File: config.mk
export PLATFORM = sky130hd
export DESIGN_NAME = gpio_port_lines
export DESIGN_NICKNAME = d
export VERILOG_FILES = /design/src/gpio_port_pkg.sv /design/src/gpio_pin_cell.sv /design/src/gpio_port_lines.sv
export SDC_FILE = /design/constraint.sdc
export NUM_CORES = 1
export LEC_CHECK = 0
export CORE_ASPECT_RATIO = 1.1
export CORE_MARGIN = 8
export CORE_UTILIZATION = 50
export CTS_BUF_LIST = sky130_fd_sc_hd__clkbuf_4
export DETAILED_ROUTE_END_ITERATION = 12
export DONT_BUFFER_PORTS = 1
export HOLD_SLACK_MARGIN = 0.1
export SETUP_SLACK_MARGIN = 0.02
export SYNTH_ARGS = -nofsm -noshare
export SYNTH_HDL_FRONTEND = slang
export SYNTH_SLANG_ARGS = --single-unit
File: constraint.sdc
create_clock -name i_clk -period 2.6 [get_ports i_clk]
set_input_delay 0 -clock i_clk [delete_from_list [all_inputs] [get_ports i_clk]]
set_output_delay 0 -clock i_clk [all_outputs]
set_load 0.1 [all_outputs]
File: src/gpio_port_pkg.sv
// Package with the constants and carrier types of the configurable port lines
// Contract
// - Dir0 opt0 latch0: input, pull-up, no interrupt
// - Dir0 opt0 latch1: input, no pull-up, no interrupt
// - Dir0 opt1 latch0: pull-up plus interrupt connection
// - Dir0 opt1 latch1: analog input where supported
// - Dir1 opt0: open-drain output, latch ignored for mode
// - Dir1 opt1: push-pull output, latch ignored for mode
// - Input without pull-up is high impedance
// - Interrupt inputs: falling, rising or low trigger
// - Input mode read returns live pin level
// - Analog pins route to converter input multiplexer
// - SPI input pins need input mode, still readable
// - SPI output carries data only in open-drain
// - Push-pull serial output drives latch value
// - UART receive pin needs input, still readable
// - UART transmit pin: latch idle, UART data active
// - Option registers eight bits, bit n line n
// - Reset clears direction, option and latch registers
package gpio_port_pkg;

  // Data space addresses of the port registers
  localparam logic [7:0] ADDR_LATCH_A = 8'hC0;
  localparam logic [7:0] ADDR_LATCH_B = 8'hC1;
  localparam logic [7:0] ADDR_LATCH_C = 8'hC3;
  localparam logic [7:0] ADDR_DIR_A = 8'hC4;
  localparam logic [7:0] ADDR_DIR_B = 8'hC5;
  localparam logic [7:0] ADDR_DIR_C = 8'hC6;
  localparam logic [7:0] ADDR_OPT_A = 8'hCC;
  localparam logic [7:0] ADDR_OPT_B = 8'hCE;
  localparam logic [7:0] ADDR_OPT_C = 8'hCF;

  // Twelve lines: A4-A7 at 3:0, B0-B3 at 7:4, C4-C7 at 11:8
  localparam int PIN_COUNT = 12;
  localparam logic [11:0] DIR_RESET = 12'h000;
  localparam logic [11:0] OPT_RESET = 12'h000;
  localparam logic [11:0] LATCH_RESET = 12'h000;
  localparam logic [11:0] ANALOG_CAPABLE = 12'hFF0;
  localparam logic [3:0] MISSING_BITS_READ = 4'h0;

  // Line indices of the shared serial functions
  localparam int SPI_SCK_IDX = 1;
  localparam int SPI_SIN_IDX = 2;
  localparam int SPI_SOUT_IDX = 3;
  localparam int UART_RX_IDX = 4;
  localparam int UART_TX_IDX = 5;

  // Kind of alternate output a line carries
  localparam logic [1:0] ALT_NONE = 2'h0;
  localparam logic [1:0] ALT_SPI = 2'h1;
  localparam logic [1:0] ALT_UART = 2'h2;

  // Interrupt trigger selected per port
  typedef enum logic [1:0] {
    TRIG_FALL = 2'h0,
    TRIG_RISE = 2'h1,
    TRIG_LOW = 2'h2
  } trig_e;

  // Three control bits of one line
  typedef struct packed {
    logic dir;
    logic opt;
    logic latch;
  } pin_cfg_s;

  // What one line does at its pad
  typedef struct packed {
    logic out;
    logic oe;
    logic pull_up;
    logic analog;
    logic irq_en;
  } pin_drive_s;

endpackage

File: src/gpio_pin_cell.sv
// One port line: mode decode, output value, pad drive and interrupt trigger
`timescale 1ns/100ps
module gpio_pin_cell
  import gpio_port_pkg::*;
#(
  parameter logic [1:0] ALT_KIND = ALT_NONE,
  parameter logic ANALOG_OK = 1'b0
) (
  input wire pin_cfg_s i_cfg,
  input wire logic i_level,
  input wire logic i_prev,
  input wire trig_e i_trig,
  input wire logic i_alt_active,
  input wire logic i_alt_data,
  output pin_drive_s o_drive,
  output logic o_irq
);

  // Value the line would show when it is an output
  logic value;

  // Mode decode and pad drive
  always_comb begin
    // Latch by default; serial functions may take over
    value = i_cfg.latch;
    if (ALT_KIND == ALT_SPI) begin
      // Serial out only merges in open-drain, push-pull shows the latch
      value = i_cfg.opt ? i_cfg.latch : (i_cfg.latch & i_alt_data);
    end else if (ALT_KIND == ALT_UART) begin
      value = i_alt_active ? i_alt_data : i_cfg.latch;
    end
    // Pull-up for both input cases with latch low
    o_drive.pull_up = ~i_cfg.dir & ~i_cfg.latch;
    o_drive.irq_en = ~i_cfg.dir & i_cfg.opt & ~i_cfg.latch;
    o_drive.analog = ~i_cfg.dir & i_cfg.opt & i_cfg.latch & ANALOG_OK;
    // Push-pull drives both levels, open-drain only sinks
    o_drive.out = i_cfg.dir & i_cfg.opt & value;
    o_drive.oe = i_cfg.dir & (i_cfg.opt | ~value);
  end

  // Trigger on the synchronised level and its previous sample
  always_comb begin
    case (i_trig)
      TRIG_FALL: o_irq = o_drive.irq_en & i_prev & ~i_level;
      TRIG_RISE: o_irq = o_drive.irq_en & ~i_prev & i_level;
      TRIG_LOW: o_irq = o_drive.irq_en & ~i_level;
      default: o_irq = 1'b0;
    endcase
  end

endmodule

File: src/gpio_port_lines.sv
// Top of the three four-line port blocks with their data space registers
`timescale 1ns/100ps
module gpio_port_lines
  import gpio_port_pkg::*;
(
  input wire logic i_clk,
  input wire logic i_resetn,
  input wire logic [7:0] i_addr,
  input wire logic i_wr_en,
  input wire logic i_rd_en,
  input wire logic [7:0] i_wdata,
  output logic [7:0] o_rdata,
  input wire logic [11:0] i_pin,
  output logic [11:0] o_pin_out,
  output logic [11:0] o_pin_oe,
  output logic [11:0] o_pull_up,
  output logic [11:0] o_analog_sel,
  input wire logic [2:0][1:0] i_irq_trigger,
  output logic [2:0] o_irq_req,
  input wire logic i_spi_sout,
  output logic o_spi_sin,
  output logic o_spi_sck,
  input wire logic i_uart_tx_active,
  input wire logic i_uart_tx_data,
  output logic o_uart_rx
);

  // Whole state of the block
  typedef struct packed {
    logic [11:0] dir;
    logic [11:0] opt;
    logic [11:0] latch;
    logic [11:0] sync1;
    logic [11:0] sync2;
    logic [11:0] prev;
    logic [11:0] pin_out;
    logic [11:0] pin_oe;
    logic [11:0] pull_up;
    logic [11:0] analog;
    logic [2:0] irq_req;
    logic [7:0] rdata;
    logic spi_sin;
    logic spi_sck;
    logic uart_rx;
  } state_s;

  state_s st; // Registered state
  state_s next_st; // Next state
  logic [11:0] next_dir; // Direction after this cycle's write
  logic [11:0] next_opt; // Option after this cycle's write
  logic [11:0] next_latch; // Latch after this cycle's write
  logic [11:0] read_view; // Data read: pin level or latch
  pin_drive_s [11:0] drive; // Per-line pad decode
  logic [11:0] irq_pin; // Per-line trigger hits

  // Write strobe for one address
  function automatic logic hit(input logic [7:0] a);
    hit = i_wr_en && (i_addr == a);
  endfunction

  // Writes land in the same cycle; only bits of present lines are kept
  assign next_dir = {
    hit(ADDR_DIR_C) ? i_wdata[7:4] : st.dir[11:8],
    hit(ADDR_DIR_B) ? i_wdata[3:0] : st.dir[7:4],
    hit(ADDR_DIR_A) ? i_wdata[7:4] : st.dir[3:0]};
  assign next_opt = {
    hit(ADDR_OPT_C) ? i_wdata[7:4] : st.opt[11:8],
    hit(ADDR_OPT_B) ? i_wdata[3:0] : st.opt[7:4],
    hit(ADDR_OPT_A) ? i_wdata[7:4] : st.opt[3:0]};
  assign next_latch = {
    hit(ADDR_LATCH_C) ? i_wdata[7:4] : st.latch[11:8],
    hit(ADDR_LATCH_B) ? i_wdata[3:0] : st.latch[7:4],
    hit(ADDR_LATCH_A) ? i_wdata[7:4] : st.latch[3:0]};

  // Inputs read the pin, outputs read back the latch; latch is untouched
  assign read_view = (st.dir & st.latch) | (~st.dir & st.sync2);

  // One cell per line, decoding the configuration that takes effect now
  genvar g;
  generate
    for (g = 0; g < PIN_COUNT; g++) begin : g_line
      gpio_pin_cell #(
        .ALT_KIND((g == SPI_SOUT_IDX) ? ALT_SPI : ((g == UART_TX_IDX) ? ALT_UART : ALT_NONE)),
        .ANALOG_OK(ANALOG_CAPABLE[g])
      ) u_cell (
        .i_cfg(pin_cfg_s'{dir: next_dir[g], opt: next_opt[g], latch: next_latch[g]}),
        .i_level(st.sync2[g]),
        .i_prev(st.prev[g]),
        .i_trig(trig_e'(i_irq_trigger[g / 4])),
        .i_alt_active((g == UART_TX_IDX) ? i_uart_tx_active : 1'b1),
        .i_alt_data((g == UART_TX_IDX) ? i_uart_tx_data : i_spi_sout),
        .o_drive(drive[g]),
        .o_irq(irq_pin[g])
      );
    end
  endgenerate

  // Next state: registers, synchronisers, pad drive and read data
  always_comb begin
    next_st = st;
    next_st.dir = next_dir;
    next_st.opt = next_opt;
    next_st.latch = next_latch;
    // Two flops before any logic reads a pin
    next_st.sync1 = i_pin;
    next_st.sync2 = st.sync1;
    next_st.prev = st.sync2;
    // Pad controls follow the new configuration at once
    for (int k = 0; k < PIN_COUNT; k++) begin
      next_st.pin_out[k] = drive[k].out;
      next_st.pin_oe[k] = drive[k].oe;
      next_st.pull_up[k] = drive[k].pull_up;
      next_st.analog[k] = drive[k].analog;
    end
    // One request line per port
    next_st.irq_req = {|irq_pin[11:8], |irq_pin[7:4], |irq_pin[3:0]};
    // Serial inputs see the pin whatever input mode is chosen
    next_st.spi_sin = st.sync2[SPI_SIN_IDX];
    next_st.spi_sck = st.sync2[SPI_SCK_IDX];
    next_st.uart_rx = st.sync2[UART_RX_IDX];
    // Read data, missing bits fixed
    if (i_rd_en) begin
      case (i_addr)
        ADDR_LATCH_A: next_st.rdata = {read_view[3:0], MISSING_BITS_READ};
        ADDR_LATCH_B: next_st.rdata = {MISSING_BITS_READ, read_view[7:4]};
        ADDR_LATCH_C: next_st.rdata = {read_view[11:8], MISSING_BITS_READ};
        ADDR_DIR_A: next_st.rdata = {st.dir[3:0], MISSING_BITS_READ};
        ADDR_DIR_B: next_st.rdata = {MISSING_BITS_READ, st.dir[7:4]};
        ADDR_DIR_C: next_st.rdata = {st.dir[11:8], MISSING_BITS_READ};
        ADDR_OPT_A: next_st.rdata = {st.opt[3:0], MISSING_BITS_READ};
        ADDR_OPT_B: next_st.rdata = {MISSING_BITS_READ, st.opt[7:4]};
        ADDR_OPT_C: next_st.rdata = {st.opt[11:8], MISSING_BITS_READ};
        default: next_st.rdata = 8'h00;
      endcase
    end
  end

  // State register; reset leaves every line an input with pull-up
  always_ff @(posedge i_clk or negedge i_resetn) begin
    if (!i_resetn) begin
      st <= '0;
      st.dir <= DIR_RESET;
      st.opt <= OPT_RESET;
      st.latch <= LATCH_RESET;
      st.pull_up <= ~DIR_RESET & ~LATCH_RESET;
    end else begin
      st <= next_st;
    end
  end

  // Outputs straight from flops
  assign o_rdata = st.rdata;
  assign o_pin_out = st.pin_out;
  assign o_pin_oe = st.pin_oe;
  assign o_pull_up = st.pull_up;
  assign o_analog_sel = st.analog;
  assign o_irq_req = st.irq_req;
  assign o_spi_sin = st.spi_sin;
  assign o_spi_sck = st.spi_sck;
  assign o_uart_rx = st.uart_rx;
endmodule

== Word level (Yosys, flattened, before mapping) ==
Cells that the tools add are included.
Cells by class
  shifts and indexed selects: 0
  bitwise gates (word level): 207
  reductions and logical operators: 15
  equal/unequal tests: 15
  add/sub/neg operators: 0
  order comparisons: 0
  mux-type cells: 24
  div/mod/pow operators: 0
  multiply operators: 0
Operator list (number)
  1-bit bitwise AND: 141
  8-bit == test, second input constant: 9
  8-bit case mux with 9 select lines: 1
  1-bit NOT: 50
  4-bit 2-to-1 mux: 9
  1-bit case mux with 3 select lines: 12
  12-bit bitwise AND: 2
  12-bit NOT: 1
  1-bit OR: 12
  12-bit OR: 1
  4-bit OR reduction: 3
  1-bit logical AND: 9
  2-bit by 1-bit == test with 1-bit output, second input constant: 3
  2-bit == test, second input constant: 3
  2-bit zero test: 3
  1-bit 2-to-1 mux: 2
Storage, ports and cells
  memories: 0
  bits in latches: 0
  RAM bits: 0
  output and inout port bits: 62
  input bits: 41
  bits in registers: 130
  memory bits (read-only): 0

== Depth between registers and ports, before layout ==
  depth in word-level cells: 10
  gate-level depth with buffers: 7
  gate-level depth less buffers: 6

== Hierarchy ==
From an unflattened synthesis, not the netlist that was laid out.
Unflattened totals
  cell total of the unflattened synthesis: 468
  area total of the unflattened synthesis: 5659.2 um2
By module, submodules not included
  gpio_port_lines: cells each 343, instances 1, area each 4911.0 um2
  gpio_pin_cell at g_line[10].u_cell ...: cells each 10, instances 7, area each 61.3 um2
  gpio_pin_cell at g_line[0].u_cell ...: cells each 11, instances 4, area each 61.3 um2
  gpio_pin_cell at g_line[5].u_cell: cells each 11, instances 1, area each 73.8 um2

== Worst setup path before layout ==
OpenSTA, ideal clock, no wires.
  path kind: input to register
  from: input port i_addr[4]
  to: register st, in the netlist o_irq_req[2]
  setup slack: 766 ps
  path buffers: 1
  stages: 6
  arrival: 1695 ps
  setup time: 139 ps
  path through: nand4bb_1 buf_4 nor3_4 mux2i_1 a2111oi_0 or4_1
RTL lines
  start, declared: line gpio_port_lines.sv:8  | input wire logic [7:0] i_addr,
  end signal, assigned: line gpio_port_lines.sv:147  | st <= next_st;
  end, declared: line gpio_port_lines.sv:47  | state_s st;

== Worst setup path in the final report ==
  from: input port i_addr[0]
  to: register st, in the netlist o_rdata[1]
On the way
  longest elaborated chain between the ends: 2
  elaborated cells between the ends (all ways): 10
  those cells by class: eq/ne (9); mux (1)
RTL lines
  8-bit == test: line gpio_port_lines.sv:123  | case (i_addr)
  8-bit case mux with 9 select lines *: line gpio_port_lines.sv:123
Every way passes the cells marked *; elsewhere a longest branch is shown, timed or not.
A chain may end at the register's enable or synchronous reset.

==> impl_metrics.env <==
export IMPL_status="finished with violations"
export IMPL_violations="negative hold slack"
export IMPL_finalMaxSlewViolations=0
export IMPL_synth_edf_count=0
export IMPL_wirelength_mm=12.7
export IMPL_synth_cell_area_um2=5650
export IMPL_yosysWarnings=0
export IMPL_dpl_hpwl_mm=8.59
export IMPL_die_h_um=127
export IMPL_detailedRoute_firstPassIterationCount=5
export IMPL_viasPerCell=5.41
export IMPL_path_buf_inv=3
export IMPL_dpl_worst_slack_ps=589
export IMPL_worstSetupPathType="input port to flip-flop"
export IMPL_synth_top_area_frac=0.509
export IMPL_drtAntennaViolNets=0
export IMPL_tightestPinTransition_ps=1070
export IMPL_relSlewSlack=0.288
export IMPL_place_congestion=0.808
export IMPL_cts_sinks=127
export IMPL_cts_htree_levels=4
export IMPL_dpl_cell_area_um2=5440
export IMPL_cp_arrival_ps=2910
export IMPL_clkLatencyLatePin_ps=550
export IMPL_clock_path_buffers=2
export IMPL_clk_pin_slew_worst_paths_ps=110
export IMPL_final_area_um2=6400
export IMPL_drc=0
export IMPL_cp_slowest_cell="dlygate4sd3_1"
export IMPL_port_buffer_count=0
export IMPL_yosys_most_used_dff="dfrtp_1"
export IMPL_critPathTopFamily="buffers and inverters"
export IMPL_grt_max_degree=128
export IMPL_via_count=3739
export IMPL_rows=40
export IMPL_max_freq_mhz=409
export IMPL_yosys_top_cells_count="dfrtp_1 (115), buf_4 (60), mux2i_1 (40)"
export IMPL_wire_per_inst_um=18.4
export IMPL_crit_fanout=10
export IMPL_drtIter0Drc=244
export IMPL_rsz0062_at_grt="false"
export IMPL_cp_start_kind="input port"
export IMPL_synth_area_leaders="dfrtp_1 (51%), buf_4 (8.0%), mux2i_1 (7.1%), dfstp_2 (5.6%), inv_1 (2.6%)"
export IMPL_hold_slack_ps=-863
export IMPL_synth_cell_types=57
export IMPL_grt_ovfl_total=0
export IMPL_fin_crit_ps=2450
export IMPL_grt_util_all_layers=0.178
export IMPL_postSynthCellCount=509
export IMPL_drv_cap=0
export IMPL_core_area_um2=11000
export IMPL_layout_drive_gt1_share=0.136
export IMPL_fin_skew_ps=15.6
export IMPL_area_delta_synth_final_pct=13.3
export IMPL_grt_pass1_vias=3899
export IMPL_period_share=0.941
export IMPL_ios=103
export IMPL_worst_setup_path_end_kind="flip-flop"
export IMPL_synth_seq_area_share=0.565
export IMPL_synth_most_common_cell="dfrtp_1"
export IMPL_leakage_nw=3.07
export IMPL_crit_required_ps=3060
export IMPL_cts_tree="built"
export IMPL_cpPeakStageDelay_ps=800
export IMPL_initial_core_util=0.516
export IMPL_critical_path_cell_chain="dlygate4sd3_1, nand2b_1, dlygate4sd3_1, nor3_1, a22oi_1, dlygate4sd3_1, o22ai_1"
export IMPL_numCtsBuffers=17
export IMPL_finalSetupTns_ps=0
export IMPL_grt_pass1_wl_mm=21.0
export IMPL_ys_ff_latch=127
export IMPL_fin_ws_ps=154
export IMPL_dieArea_um2=15000
export IMPL_yosys_area_top_type="dfrtp_1"
export IMPL_max_vdd_ir_drop_mv=0.434
export IMPL_power_density_nw_per_um2=674
export IMPL_avgSynthCellArea_um2=11.1
export IMPL_hold_viol_final=127
export IMPL_die_w_um=117
export IMPL_cts_hold_buf=60
export IMPL_crit_top_cell="dlygate4sd3_1"
export IMPL_final_nets=571
export IMPL_hp_class="input port to asynchronous set/reset pin"
export IMPL_clk_root_buffer_cell="clkbuf_4"
export IMPL_setup_viol=0
export IMPL_async_reset_ff_frac=1.00
export IMPL_grt_antenna_before_repair=1
-- timing repair --
item                       in CTS  in global routing
hold endpoints to repair      230                127
setup buffers                   0                  0
gates resized for setup         0                  2
setup endpoints to repair       0                  8
-- where the power goes --
| group | internal, mW | switching (mW) |
|---|---|---|
| Clock | 0.950 | 0.705 |
| Sequential | 2.07 | 0.271 |
| Combinational | 0.125 | 0.191 |
| Total | 3.15 | 1.17 |
-- cells in the final DEF, fill, tap and decap left out, types with 5 or more instances in the layout --
cell and count:
a21oi_1 14, a22oi_1 8, and3_1 6, buf_4 14
bufinv_16 6, clkbuf_4 18, dfrtp_1 115, dfstp_2 12
dlygate4sd3_1 58, inv_1 39, mux2i_1 40, nand2_1 19
nand3_1 20, nand3b_1 5, nand4_1 5, nor2_1 30
nor3_1 29, o21ai_0 7, o22ai_1 8, or3_1 6
-- final timing paths --
check | from | endpoint | slack [ps] | cells after the start
worst max-delay path | i_addr[0] | o_rdata[1] | 150 | 7
worst min-delay path | i_resetn | st[63] | -860 | 0
worst max register to register | st[125] | o_rdata[7] | 760 | 5
worst min register to register | next_st[74] | next_st[62] | 360 | 0
max in group asynchronous | i_resetn | o_pull_up[9] | 3220 | 0
min in group i_clk | i_irq_trigger[5] | o_irq_req[2] | 160 | 4
-- flip-flops by register name, summed over array words and instances, names as in the netlist --
register      flops
o_irq_req         3
o_pin_oe         12
o_pull_up        12
st               48
next_st          24
o_analog_sel      8
o_rdata           8
o_pin_out        12
-- metal layers --
layer | up-vias | global-route usage | part of all wire
met2 | 120 | 0.270 | 0.46
met1 | 1833 | 0.219 | 0.44
met3 | 18 | 0.0762 | 0.085
met4 | 0 | 0.0749 | 0.017
met5 | - | 0 | 0
li1 | 1768 | - | -
-- area by class of cell --
type	instances	area (um^2)
well taps	147	184
clock buffers	18	135
inverters	42	158
clock inverters	14	220
diodes	1	2.50
flip-flops and latches	127	3190
fillers	904	4560
multi-input cells	268	1800
repair buffers	74	711
-- logic make-up after synthesis --
logic type	after synthesis	share of synthesized area
simple gates	152	0.153
buf+inv	117	0.119
flops	127	0.565
mux	44	0.0788
other cells	1	0.000664
compound gates	68	0.0839
-- through the flow --
step                      power, mW  instances   util
final                          4.31        691  0.584
after global routing           4.49        691  0.584
after CTS                      4.36        690  0.583
after detailed placement       2.59        598  0.496
after global placement         2.59        598  0.496
after floorplan                2.60        512      -
Power figures use the tool's default switching activity.
